## src/rtl/cma_pkg.sv

```systemverilog
// Shared constants and types for the card memory access host controller
package cma_pkg;

  // ----------------------------------------
  // Clock and pin timing
  // ----------------------------------------
  localparam int CLK_PERIOD_NS      = 8;
  localparam int T_ADDR_SETUP_NS    = 30;   // Address and enables to strobe low
  localparam int T_WRITE_PULSE_NS   = 150;  // Least write strobe width
  localparam int T_READ_ACCESS_NS   = 250;  // Card enable access time
  localparam int T_HOLD_NS          = 30;   // Address and data hold after strobe
  localparam int SETUP_CYC = (T_ADDR_SETUP_NS + CLK_PERIOD_NS - 1) / CLK_PERIOD_NS;
  localparam int WPULSE_CYC = (T_WRITE_PULSE_NS + CLK_PERIOD_NS - 1) / CLK_PERIOD_NS;
  localparam int ACCESS_CYC = (T_READ_ACCESS_NS + CLK_PERIOD_NS - 1) / CLK_PERIOD_NS;
  localparam int HOLD_CYC   = (T_HOLD_NS + CLK_PERIOD_NS - 1) / CLK_PERIOD_NS;

  localparam int CNT_W = 8;

  // ----------------------------------------
  // Pin levels and lane layout
  // ----------------------------------------
  localparam logic       PIN_ACTIVE   = 1'h0;
  localparam logic       PIN_INACTIVE = 1'h1;
  localparam int         LANE_W       = 8;
  localparam logic [1:0] LANES_NONE   = 2'h0;
  localparam logic [1:0] LANE_LO      = 2'h1;
  localparam logic [1:0] LANE_HI      = 2'h2;
  localparam logic [1:0] LANES_BOTH   = 2'h3;

  // Lane mode of one access
  typedef enum logic [1:0] {
    CMA_BYTE,
    CMA_WORD,
    CMA_ODD
  } cma_lane_e;

  // Outcome of one access
  typedef enum logic [1:0] {
    CMA_OK,
    CMA_PROTECTED,
    CMA_NO_TRANSFER
  } cma_stat_e;

endpackage

```

## src/rtl/cma_tmr_if.sv

```systemverilog
// Phase timer hand-off between the access sequencer and its counter
`timescale 1ns/1ns
`default_nettype none
interface cma_tmr_if;
  import cma_pkg::*;

  logic             load;     // Start a phase
  logic [CNT_W-1:0] count;    // Phase length in cycles
  logic             expired;  // Phase over

  modport ctrl (output load, output count, input expired);
  modport tmr  (input load, input count, output expired);
endinterface
`default_nettype wire

```

## src/rtl/cma_phase_timer.sv

```systemverilog
// Down counter that times each phase of a card access
`timescale 1ns/1ns
`default_nettype none
module cma_phase_timer (
  // Clock and reset
  input  wire logic sys_clk,
  input  wire logic reset,
  // Sequencer side
  cma_tmr_if.tmr    tmr
);
  import cma_pkg::*;

  logic [CNT_W-1:0] cnt_r;
  logic [CNT_W-1:0] cnt_nxt;

  // Next count: load takes the first cycle of the phase
  always_comb begin
    cnt_nxt = cnt_r;
    if (tmr.load) begin
      cnt_nxt = tmr.count - CNT_W'(1);
    end else if (cnt_r != '0) begin
      cnt_nxt = cnt_r - CNT_W'(1);
    end
  end

  // Count register
  always_ff @(posedge sys_clk or posedge reset) begin
    if (reset) begin
      cnt_r <= '0;
    end else begin
      cnt_r <= cnt_nxt;
    end
  end

  // Phase over at zero; load is left out so the sequencer cannot loop back on it
  assign tmr.expired = (cnt_r == '0);
endmodule
`default_nettype wire

```

## src/rtl/cma_host_ctrl.sv

```systemverilog
// Host controller that runs common and attribute memory cycles on a card
`timescale 1ns/1ns
`default_nettype none
// Notes on behaviour
// - Select, enables, lsb mean same on writes
// - Common write: output enable high, strobe low
// - Attribute read: select and OE held low
// - Attribute write: select, strobe low, OE high
module cma_host_ctrl #(
  parameter int ADDR_W = 26
) (
  // Clock and reset
  input  wire logic               sys_clk,
  input  wire logic               reset,
  // Request from the user
  input  wire logic               req_valid,
  output logic                    req_ready,
  input  wire logic               req_write,
  input  wire logic               req_attr,
  input  wire cma_pkg::cma_lane_e req_lane,
  input  wire logic [ADDR_W-1:0]  req_addr,
  input  wire logic [15:0]        req_wdata,
  // Answer to the user
  output logic                    rsp_valid,
  output cma_pkg::cma_stat_e      rsp_status,
  output logic [15:0]             rsp_rdata,
  // Writability regions read from the card description table
  input  wire logic               always_region_en,
  input  wire logic [ADDR_W-1:0]  always_region_lo,
  input  wire logic [ADDR_W-1:0]  always_region_hi,
  input  wire logic               never_region_en,
  input  wire logic [ADDR_W-1:0]  never_region_lo,
  input  wire logic [ADDR_W-1:0]  never_region_hi,
  // Card pins
  output logic [ADDR_W-1:1]       card_addr,
  output logic                    byte_address_lsb,
  output logic                    attr_space_n,
  output logic                    low_lane_card_enable_n,
  output logic                    high_lane_card_enable_n,
  output logic                    output_enable_n,
  output logic                    write_strobe_n,
  input  wire logic               card_write_protect,
  input  wire logic [15:0]        card_data_in,
  output logic [15:0]             card_data_out,
  output logic                    card_data_oe
);
  import cma_pkg::*;

  // ----------------------------------------
  // Parameter check
  // ----------------------------------------
  if (ADDR_W < 2 || ADDR_W > 32) begin : g_bad_addr
    $error("ADDR_W must lie between 2 and 32");
  end

  // ----------------------------------------
  // Lane decoding
  // ----------------------------------------
  // Lanes that carry a valid byte for a mode, space and lsb
  function automatic logic [1:0] lanes_used(cma_lane_e mode, logic attr, logic lsb);
    logic [1:0] l;
    l = LANES_NONE;
    case (mode)
      CMA_BYTE: l = LANE_LO;
      CMA_WORD: l = LANES_BOTH;
      CMA_ODD:  l = LANE_HI;
      default:  l = LANES_NONE;
    endcase
    if (attr) begin
      if (mode == CMA_ODD || (mode == CMA_BYTE && lsb)) begin
        l = LANES_NONE;
      end else begin
        l = LANE_LO;
      end
    end
    return l;
  endfunction

  // ----------------------------------------
  // Sequencer state
  // ----------------------------------------
  typedef enum logic [1:0] {
    ST_IDLE,
    ST_SETUP,
    ST_STROBE,
    ST_HOLD
  } cma_state_e;

  cma_tmr_if tmr_bus ();

  cma_phase_timer u_timer (
    .sys_clk (sys_clk),
    .reset   (reset),
    .tmr     (tmr_bus.tmr)
  );

  cma_state_e         state_r, state_nxt;
  logic               write_r, write_nxt;
  logic [1:0]         lanes_r, lanes_nxt;
  logic               rsp_valid_r, rsp_valid_nxt;
  cma_stat_e          rsp_status_r, rsp_status_nxt;
  logic [15:0]        rsp_rdata_r, rsp_rdata_nxt;
  logic [ADDR_W-1:1]  addr_r, addr_nxt;
  logic               lsb_r, lsb_nxt;
  logic               attr_n_r, attr_n_nxt;
  logic               ce_lo_n_r, ce_lo_n_nxt;
  logic               ce_hi_n_r, ce_hi_n_nxt;
  logic               oe_n_r, oe_n_nxt;
  logic               we_n_r, we_n_nxt;
  logic [15:0]        dout_r, dout_nxt;
  logic               doe_r, doe_nxt;

  logic               in_always;
  logic               in_never;
  logic               protect_eff;
  logic [1:0]         req_lanes;

  // Effective protection of the requested address
  assign in_always = always_region_en && req_addr >= always_region_lo
                     && req_addr <= always_region_hi;
  assign in_never  = never_region_en && req_addr >= never_region_lo
                     && req_addr <= never_region_hi;
  assign protect_eff = in_never ? 1'h1 : (in_always ? 1'h0 : card_write_protect);
  assign req_lanes   = lanes_used(req_lane, req_attr, req_addr[0]);

  // Next values of the sequencer and the card pins
  always_comb begin
    state_nxt      = state_r;
    write_nxt      = write_r;
    lanes_nxt      = lanes_r;
    rsp_valid_nxt  = 1'h0;
    rsp_status_nxt = rsp_status_r;
    rsp_rdata_nxt  = rsp_rdata_r;
    addr_nxt       = addr_r;
    lsb_nxt        = lsb_r;
    attr_n_nxt     = attr_n_r;
    ce_lo_n_nxt    = ce_lo_n_r;
    ce_hi_n_nxt    = ce_hi_n_r;
    oe_n_nxt       = oe_n_r;
    we_n_nxt       = we_n_r;
    dout_nxt       = dout_r;
    doe_nxt        = doe_r;
    tmr_bus.load   = 1'h0;
    tmr_bus.count  = CNT_W'(SETUP_CYC);
    case (state_r)
      ST_IDLE: begin
        if (req_valid) begin
          write_nxt = req_write;
          lanes_nxt = req_lanes;
          if (req_write && protect_eff) begin
            rsp_valid_nxt  = 1'h1;
            rsp_status_nxt = CMA_PROTECTED;
            rsp_rdata_nxt  = 16'h0000;
          end else if (req_lanes == LANES_NONE) begin
            rsp_valid_nxt  = 1'h1;
            rsp_status_nxt = CMA_NO_TRANSFER;
            rsp_rdata_nxt  = 16'h0000;
          end else begin
            state_nxt    = ST_SETUP;
            tmr_bus.load = 1'h1;
            addr_nxt     = req_addr[ADDR_W-1:1];
            lsb_nxt      = (req_lane == CMA_BYTE) ? req_addr[0] : 1'h0;
            attr_n_nxt   = req_attr ? PIN_ACTIVE : PIN_INACTIVE;
            ce_lo_n_nxt  = (req_lane == CMA_ODD) ? PIN_INACTIVE : PIN_ACTIVE;
            ce_hi_n_nxt  = (req_lane == CMA_BYTE) ? PIN_INACTIVE : PIN_ACTIVE;
            // place write bytes on their lanes
            dout_nxt     = 16'h0000;
            if (req_lanes[0]) begin
              dout_nxt[LANE_W-1:0] = req_wdata[LANE_W-1:0];
            end
            if (req_lanes[1]) begin
              dout_nxt[15:LANE_W] = req_wdata[15:LANE_W];
            end
            // host alone drives lanes on writes
            doe_nxt      = req_write;
          end
        end
      end
      ST_SETUP: begin
        if (tmr_bus.expired) begin
          state_nxt     = ST_STROBE;
          tmr_bus.load  = 1'h1;
          tmr_bus.count = write_r ? CNT_W'(WPULSE_CYC) : CNT_W'(ACCESS_CYC);
          // write keeps OE high, strobe low
          we_n_nxt      = write_r ? PIN_ACTIVE : PIN_INACTIVE;
          oe_n_nxt      = write_r ? PIN_INACTIVE : PIN_ACTIVE;
        end
      end
      ST_STROBE: begin
        if (tmr_bus.expired) begin
          state_nxt     = ST_HOLD;
          tmr_bus.load  = 1'h1;
          tmr_bus.count = CNT_W'(HOLD_CYC);
          we_n_nxt      = PIN_INACTIVE;
          oe_n_nxt      = PIN_INACTIVE;
          if (!write_r) begin
            rsp_rdata_nxt = 16'h0000;
            if (lanes_r[0]) begin
              rsp_rdata_nxt[LANE_W-1:0] = card_data_in[LANE_W-1:0];
            end
            if (lanes_r[1]) begin
              rsp_rdata_nxt[15:LANE_W] = card_data_in[15:LANE_W];
            end
          end else begin
            rsp_rdata_nxt = 16'h0000;
          end
        end
      end
      ST_HOLD: begin
        if (tmr_bus.expired) begin
          state_nxt      = ST_IDLE;
          ce_lo_n_nxt    = PIN_INACTIVE;
          ce_hi_n_nxt    = PIN_INACTIVE;
          attr_n_nxt     = PIN_INACTIVE;
          doe_nxt        = 1'h0;
          rsp_valid_nxt  = 1'h1;
          rsp_status_nxt = CMA_OK;
        end
      end
      default: begin
        state_nxt = ST_IDLE;
      end
    endcase
  end

  // Sequencer and pin registers
  always_ff @(posedge sys_clk or posedge reset) begin
    if (reset) begin
      state_r      <= ST_IDLE;
      write_r      <= 1'h0;
      lanes_r      <= LANES_NONE;
      rsp_valid_r  <= 1'h0;
      rsp_status_r <= CMA_OK;
      rsp_rdata_r  <= 16'h0000;
      addr_r       <= '0;
      lsb_r        <= 1'h0;
      attr_n_r     <= PIN_INACTIVE;
      ce_lo_n_r    <= PIN_INACTIVE;
      ce_hi_n_r    <= PIN_INACTIVE;
      oe_n_r       <= PIN_INACTIVE;
      we_n_r       <= PIN_INACTIVE;
      dout_r       <= 16'h0000;
      doe_r        <= 1'h0;
    end else begin
      state_r      <= state_nxt;
      write_r      <= write_nxt;
      lanes_r      <= lanes_nxt;
      rsp_valid_r  <= rsp_valid_nxt;
      rsp_status_r <= rsp_status_nxt;
      rsp_rdata_r  <= rsp_rdata_nxt;
      addr_r       <= addr_nxt;
      lsb_r        <= lsb_nxt;
      attr_n_r     <= attr_n_nxt;
      ce_lo_n_r    <= ce_lo_n_nxt;
      ce_hi_n_r    <= ce_hi_n_nxt;
      oe_n_r       <= oe_n_nxt;
      we_n_r       <= we_n_nxt;
      dout_r       <= dout_nxt;
      doe_r        <= doe_nxt;
    end
  end

  // ----------------------------------------
  // Outputs
  // ----------------------------------------
  assign req_ready               = (state_r == ST_IDLE);
  assign rsp_valid               = rsp_valid_r;
  assign rsp_status              = rsp_status_r;
  assign rsp_rdata               = rsp_rdata_r;
  assign card_addr               = addr_r;
  assign byte_address_lsb        = lsb_r;
  assign attr_space_n            = attr_n_r;
  assign low_lane_card_enable_n  = ce_lo_n_r;
  assign high_lane_card_enable_n = ce_hi_n_r;
  assign output_enable_n         = oe_n_r;
  assign write_strobe_n          = we_n_r;
  assign card_data_out           = dout_r;
  assign card_data_oe            = doe_r;
endmodule
`default_nettype wire

```

## config.mk

```make
export PLATFORM = sky130hd
export DESIGN_NAME = cma_host_ctrl
export DESIGN_NICKNAME = d
export VERILOG_FILES = /design/src/rtl/cma_pkg.sv /design/src/rtl/cma_tmr_if.sv /design/src/rtl/cma_phase_timer.sv /design/src/rtl/cma_host_ctrl.sv
export SDC_FILE = /design/constraint.sdc
export NUM_CORES = 1
export LEC_CHECK = 0
export BUFFER_PORTS_ARGS = -buffer_cell sky130_fd_sc_hd__buf_2
export CAP_MARGIN = 25
export CELL_PAD_IN_SITES_DETAIL_PLACEMENT = 0
export CELL_PAD_IN_SITES_GLOBAL_PLACEMENT = 2
export CORE_UTILIZATION = 29
export DETAILED_ROUTE_END_ITERATION = 16
export PLACE_DENSITY = 0.8
export SETUP_SLACK_MARGIN = 0.05
export SLEW_MARGIN = 20
export SYNTH_ARGS = -nofsm -noshare
export SYNTH_HDL_FRONTEND = slang
export SYNTH_SLANG_ARGS = --single-unit
```

## constraint.sdc

```tcl
create_clock -name sys_clk -period 3.3 [get_ports sys_clk]
set_clock_uncertainty 0.1 [all_clocks]
set_input_delay 0.165 -clock sys_clk [delete_from_list [all_inputs] [get_ports sys_clk]]
set_output_delay 0.165 -clock sys_clk [all_outputs]
set_load 0.01 [all_outputs]
```

* Yosys cells after proc, flatten, opt, wreduce, memory -nomap -nowiden
Cells that the tools add are included.
** Word-level totals
- Register bits :: 80
- Bits of input ports :: 172
- Logic and storage cells :: 128
** Operators by class
- Add/sub/neg operators :: 2
- Magnitude comparators :: 4
- Equality and inequality tests :: 12
- Muxes and demuxes :: 68
- Bitwise logic cells :: 2
- Reduce and logical (&&, ||, !) cells :: 24
** Operators with widths (count)
- 16-bit 2-to-1 mux :: 5
- 26-bit greater-or-equal comparator :: 2
- 26-bit less-or-equal comparator :: 2
- 8-bit 2-to-1 mux :: 6
- 1-bit 2-to-1 mux :: 32
- 16-bit case mux with 2 select lines :: 1
- 2-bit 2-to-1 mux :: 10
- 6-bit 2-to-1 mux :: 3
- 1-bit case mux with 2 select lines :: 8
- 2-bit != test, second input constant :: 6
- 4-bit AND reduction :: 3
- 8-bit logical NOT :: 1
- 2-bit case mux with 4 select lines :: 1
- 2-bit nonzero test :: 4
- 8-bit nonzero test :: 1
- 8-bit by 1-bit subtractor with 8-bit output, second input constant :: 1
- 6-bit by 1-bit subtractor with 7-bit output, second input constant :: 1
- 2-bit equality test, second input constant :: 3
- 1-bit logical AND :: 6
- 2-bit logical NOT :: 3
- 2-bit case mux with 3 select lines :: 1
- 6-bit AND reduction :: 1
- 5-bit AND reduction :: 1
- 2-bit by 1-bit equality test with 1-bit output, second input constant :: 2
- 7 further kinds :: 8

* Depth between registers and ports, before layout
- Depth after elaboration :: 11
- Depth in mapped cells :: 13
- Gate-level depth less buffers :: 11

* Modules after synthesis
A second synthesis with hierarchy kept.
** Second synthesis, totals
- Cell total of the unflattened synthesis :: 710
- Area total of the unflattened synthesis :: 6337.3 um^2
** By module, submodules not included
- cma_host_ctrl :: instances 1, cells each 656, area each 5774.3 um^2, seq. area each 1808.0 um^2
- cma_phase_timer :: instances 1, cells each 54, area each 563.0 um^2, seq. area each 200.2 um^2

* Least setup slack after synthesis
OpenSTA, ideal clock, no wires.
- Path kind :: input-to-reg
- From :: input never_region_lo[21]
- To :: register rsp_rdata_r[0], in the netlist rsp_rdata[0]
- Arrival :: 2269 ps
- Data required time :: 3121 ps
- Path slack :: 852 ps
- Stages :: 13
- Buffers on the path :: 2
- Path through :: inv_1 -> ha_1 -> nand4_1 -> nor4_2 -> and2_1 -> a2111oi_2 -> a22o_2 -> o211a_4 -> nand2_4 -> a32o_1 -> buf_6 -> buf_12 -> mux2i_1
** Between the ends
- Longest elaborated chain between the ends :: 8
- Elaborated cells between the ends (all ways) :: 10
** RTL lines
- start, declared :: RTL line cma_host_ctrl.sv:32 : input wire logic [ADDR_W-1:0] never_region_lo,
- 26-bit greater-or-equal comparator * :: RTL line cma_host_ctrl.sv:121 : assign in_never = never_region_en && req_addr >= never_region_lo
- 1-bit logical AND * :: RTL line cma_host_ctrl.sv:121
- 1-bit logical AND * :: RTL line cma_host_ctrl.sv:122 : && req_addr <= never_region_hi;
- 1-bit 2-to-1 mux * :: RTL line cma_host_ctrl.sv:123 : assign protect_eff = in_never ? 1'h1 : (in_always ? 1'h0 : card_write_protect);
- 1-bit logical AND * :: RTL line cma_host_ctrl.sv:150 : if (req_write && protect_eff) begin
- 16-bit 2-to-1 mux :: RTL line cma_host_ctrl.sv:150
- 16-bit 2-to-1 mux :: RTL line cma_host_ctrl.sv:147 : if (req_valid) begin
- 16-bit case mux with 2 select lines :: RTL line cma_host_ctrl.sv:145 : case (state_r)
- end signal, assigned :: RTL line cma_host_ctrl.sv:250 : rsp_rdata_r <= rsp_rdata_nxt;
- end, declared :: RTL line cma_host_ctrl.sv:102 : logic [15:0] rsp_rdata_r, rsp_rdata_nxt;
Every way passes the cells marked *; elsewhere a longest branch is shown, timed or not. The select of a mux whose other input is x is not followed.
A chain may end at the register's enable or synchronous reset.

* Worst setup path in the final report
- From :: input req_addr[25]
- To :: register dout_r[3], in the netlist card_data_out[3]
** Between the ends
- Longest elaborated chain between the ends :: 8
- Elaborated cells between the ends (all ways) :: 13
** RTL lines
- start, declared :: RTL line cma_host_ctrl.sv:21 : input wire logic [ADDR_W-1:0] req_addr,
- 26-bit greater-or-equal comparator :: RTL line cma_host_ctrl.sv:119 : assign in_always = always_region_en && req_addr >= always_region_lo
- 1-bit logical AND :: RTL line cma_host_ctrl.sv:119
- 1-bit logical AND :: RTL line cma_host_ctrl.sv:120 : && req_addr <= always_region_hi;
- 1-bit 2-to-1 mux :: RTL line cma_host_ctrl.sv:123
- 1-bit 2-to-1 mux * :: RTL line cma_host_ctrl.sv:123
- 1-bit logical AND * :: RTL line cma_host_ctrl.sv:150
- 1-bit NOT (no source line) *
- 4-bit AND reduction (no source line) *
- end signal, assigned :: RTL line cma_host_ctrl.sv:258 : dout_r <= dout_nxt;
- end, declared :: RTL line cma_host_ctrl.sv:110 : logic [15:0] dout_r, dout_nxt;
Every way passes the cells marked *; elsewhere a longest branch is shown, timed or not.

==> metrics.yaml <==
min_path:
  hold_path_class: "in -> reg"
  hp-start: "req_addr[6]"
synthesis:
  synth_fp_nets: 966
  synth_edf_count: 0
  ys_ff_latch: 80
  synth_top_area_share_pct: 29.8
  synth_cells: 680
  syn_area_um2: 6310
  synth_top_cell_by_area: "dfrtp_1"
  yosys_warnings: 0
  synthArstFlopShare_pct: 100
  syn_avg_cell_area_um2: 9.28
  ys_top_cells_by_area: "dfrtp_1 (30%), ha_1 (23%), inv_1 (8.0%), mux2_2 (5.4%), a21oi_1 (3.3%)"
  yosys.cell_types.count: 64
  yosys_most_used_dff: "dfrtp_1"
  yosysSeqAreaShare_pct: 31.8
worst_setup_path:
  critical_path.startpoint: "req_addr[25]"
  ff2ff_setup_slack_ns: 0.65
  reg2reg_from: "u_timer.cnt_r[0]"
  critPathMaxFanout: 14
  end_kind: "flip-flop"
  required_ns: 3.44
  crit_arrival_ns: 2.97
  r2r_cells: 9
  rr_endpoint: "rsp_status[0]"
  startpoint_type: "primary input"
  worstSetupEndpoint: "card_data_out[3]"
  critical_path_class: "in -> reg"
detailed_routing:
  firstDrtPassIters: 5
  drt_wl_total_um: 18900
  ant_nets: 0
  vias: 5661
  avgViaCountPerCell: 4.56
  drt-initial-drc-count: 179
  drc: 0
  wl_per_cell_um: 15.2
power:
  p_leak_uw: 0.00456
  power_density_nw_per_um2: 604
  peakVddDrop_mv: 0.258
  total_power_uw: 5110
job:
  maxCapViolCount: 0
place:
  port_buffers: 239
  dp_hpwl_um: 15600
  place_congestion: 0.789
  dpl_worst_slack_ns: 0.144
global_route:
  first_global_vias: 5944
  overflow: 0
  grt_pass1_wl_um: 30000
  gr-usage-all-layers_pct: 17.4
  grt_start_max_net_pins: 31
  grt_antenna_before_repair: 8
sta:
  fin_tns_setup_ns: 0
  layout_setup_ws_ns: 0.464
  hold_violations: 0
  setup_violations: 0
  min_period_over_period_pct: 85.9
  rsz0062_at_grt: "false"
  layout_min_cycle_time_ns: 2.84
  max_slew_margin_pct: 54.9
  tightestPinTransition_ns: 0.670
  max_freq_mhz: 353
  finalMaxSlewViolations: 0
clock_tree:
  cts_hold_buf: 33
  clock_latency_ns: 0.34
  tritoncts: "built"
  htreeDepth: 3
  clk_pin_slew_worst_paths_ns: 0.07
  cts_made_buffers: 9
  post_cts_buffers: 0
  cts-root-buf: "clkbuf_16"
  clockBufferDepth: 2
  clkSinkCount: 80
  post_cts_resized: 0
floorplan:
  initial_core_util_pct: 29.8
  dieArea_um2: 22300
  die_h_um: 149
  ioPinCount: 240
  die_x_um: 149
  core_area_um2: 21200
  rows: 53
layout:
  drive_above_1_share_pct: 32.8
  nets: 1242
  synthToLayoutAreaGrowth_pct: 34.3
status:
  outcome: "complete, no violations"
==> cells in the final DEF (no fill, tap or decap), drive strengths merged, types with 9 or more instances in the layout <==
cell type    count
dfrtp           75
nor3            13
buf            247
nor2            25
mux2            30
mux2i           19
a22o            18
a21oi           42
a211oi          10
dlygate4sd3     33
nand3           13
nand2           57
inv            138
ha             114
clkbuf           9
o21ai           22
nand4           14
==> worst max-delay path, stage by stage <==
cell and delay (ns):
buf_2 0.15, ha_1 0.31, nand4_1 0.19, nor4_1 0.66, buf_4 0.23, a31oi_1 0.08
o31ai_2 0.11, o211a_4 0.26, nand2_4 0.15, buf_4 0.23, buf_4 0.18, a22o_1 0.24
==> worst min-delay path by stage <==
| stage | endpoint | slack [ns] | cells after the start |
|---|---|---|---|
| after global placement | card_data_out[3] | 0.12 | 2 |
| final | card_addr[6] | 0.05 | 2 |
| after floorplan | card_data_out[10] | 0.20 | 1 |
| after global routing | card_addr[6] | 0.05 | 2 |
| after detailed placement | card_data_out[3] | 0.13 | 2 |
| after CTS | card_addr[7] | 0.03 | 2 |
==> stage by stage <==
step	instances	utilization [%]	hold slack [ns]	cell area (um^2)
after floorplan	680	-	0.198	6310
after global placement	1187	36.9	0.123	7820
after detailed placement	1187	36.9	0.131	7820
after CTS	1236	40.0	0.0290	8460
after global routing	1240	40.0	0.0541	8470
final	1241	40.0	0.0451	8470
==> kinds of logic (layout without fill, tap and decap cells) <==
| kind of cell | count (synthesis) | in the layout | synth area share [%] |
|---|---|---|---|
| adder cells (fa/ha/maj) | 114 | 114 | 22.6 |
| flip-flops | 80 | 80 | 31.8 |
| buffers and inverters | 150 | 431 | 9.90 |
| other | 0 | 5 | 0 |
| multiplexers | 49 | 49 | 8.37 |
| AND/OR/NAND/NOR | 147 | 147 | 11.7 |
| XOR/XNOR | 5 | 5 | 0.694 |
| AO/OA/AOI/OAI | 135 | 135 | 14.8 |
==> registers in the layout, indices dropped and copies added (netlist names) <==
name	cells
byte_address_lsb	1
low_lane_card_enable_n	1
card_data_out	16
write_r	1
state_r	2
attr_space_n	1
lanes_r	2
u_timer.cnt_r	8
write_strobe_n	1
high_lane_card_enable_n	1
card_data_oe	1
rsp_status	2
rsp_valid	1
rsp_rdata	16
output_enable_n	1
card_addr	25
==> metal layers <==
metal | part of all wire [%] | wire length [um] | track usage [%] | vias to the layer above
met5 | 0.12 | 23 | 0 | -
met4 | 1.4 | 262 | 4.69 | 4
met3 | 6.6 | 1250 | 4.54 | 20
met2 | 48 | 8990 | 30.0 | 155
met1 | 44 | 8390 | 21.1 | 2558
li1 | - | - | - | 2924
==> synthesized netlist by cell type (3+ instances only) <==
master and n:
a211oi_1 8, a21o_1 5, a21oi_1 42, a22o_1 17, and2_1 3, buf_4 4, clkbuf_1 4, dfrtp_1 75
dfstp_2 5, ha_1 114, inv_1 135, mux2_2 30, mux2i_1 19, nand2_1 54, nand2b_1 5, nand3_1 13
nand4_1 14, nor2_1 24, nor3_1 11, nor4_1 3, o211ai_1 4, o21ai_0 22, o22a_1 3, o22ai_1 4
o32ai_1 4, or3_1 4, xor2_1 3
==> cell type report <==
cell class | count | area (um^2)
Fill cell | 2177 | 12700
Multi-Input combinational cell | 450 | 3670
Sequential cell | 80 | 2010
Timing Repair Buffer | 280 | 1610
Inverter | 135 | 508
Tap cell | 275 | 344
Clock buffer | 9 | 225
Clock inverter | 7 | 83.8
Antenna cell | 5 | 12.5
==> report_power, final <==
part	switching (uW)	total, uW	internal [uW]	leakage, uW
Combinational	1170	2260	1090	0.00341
Clock	468	1070	602	0.000149
Sequential	300	1790	1490	0.000999
Total	1930	5110	3180	0.00456
No activity file was read; power rests on OpenSTA's default activity.
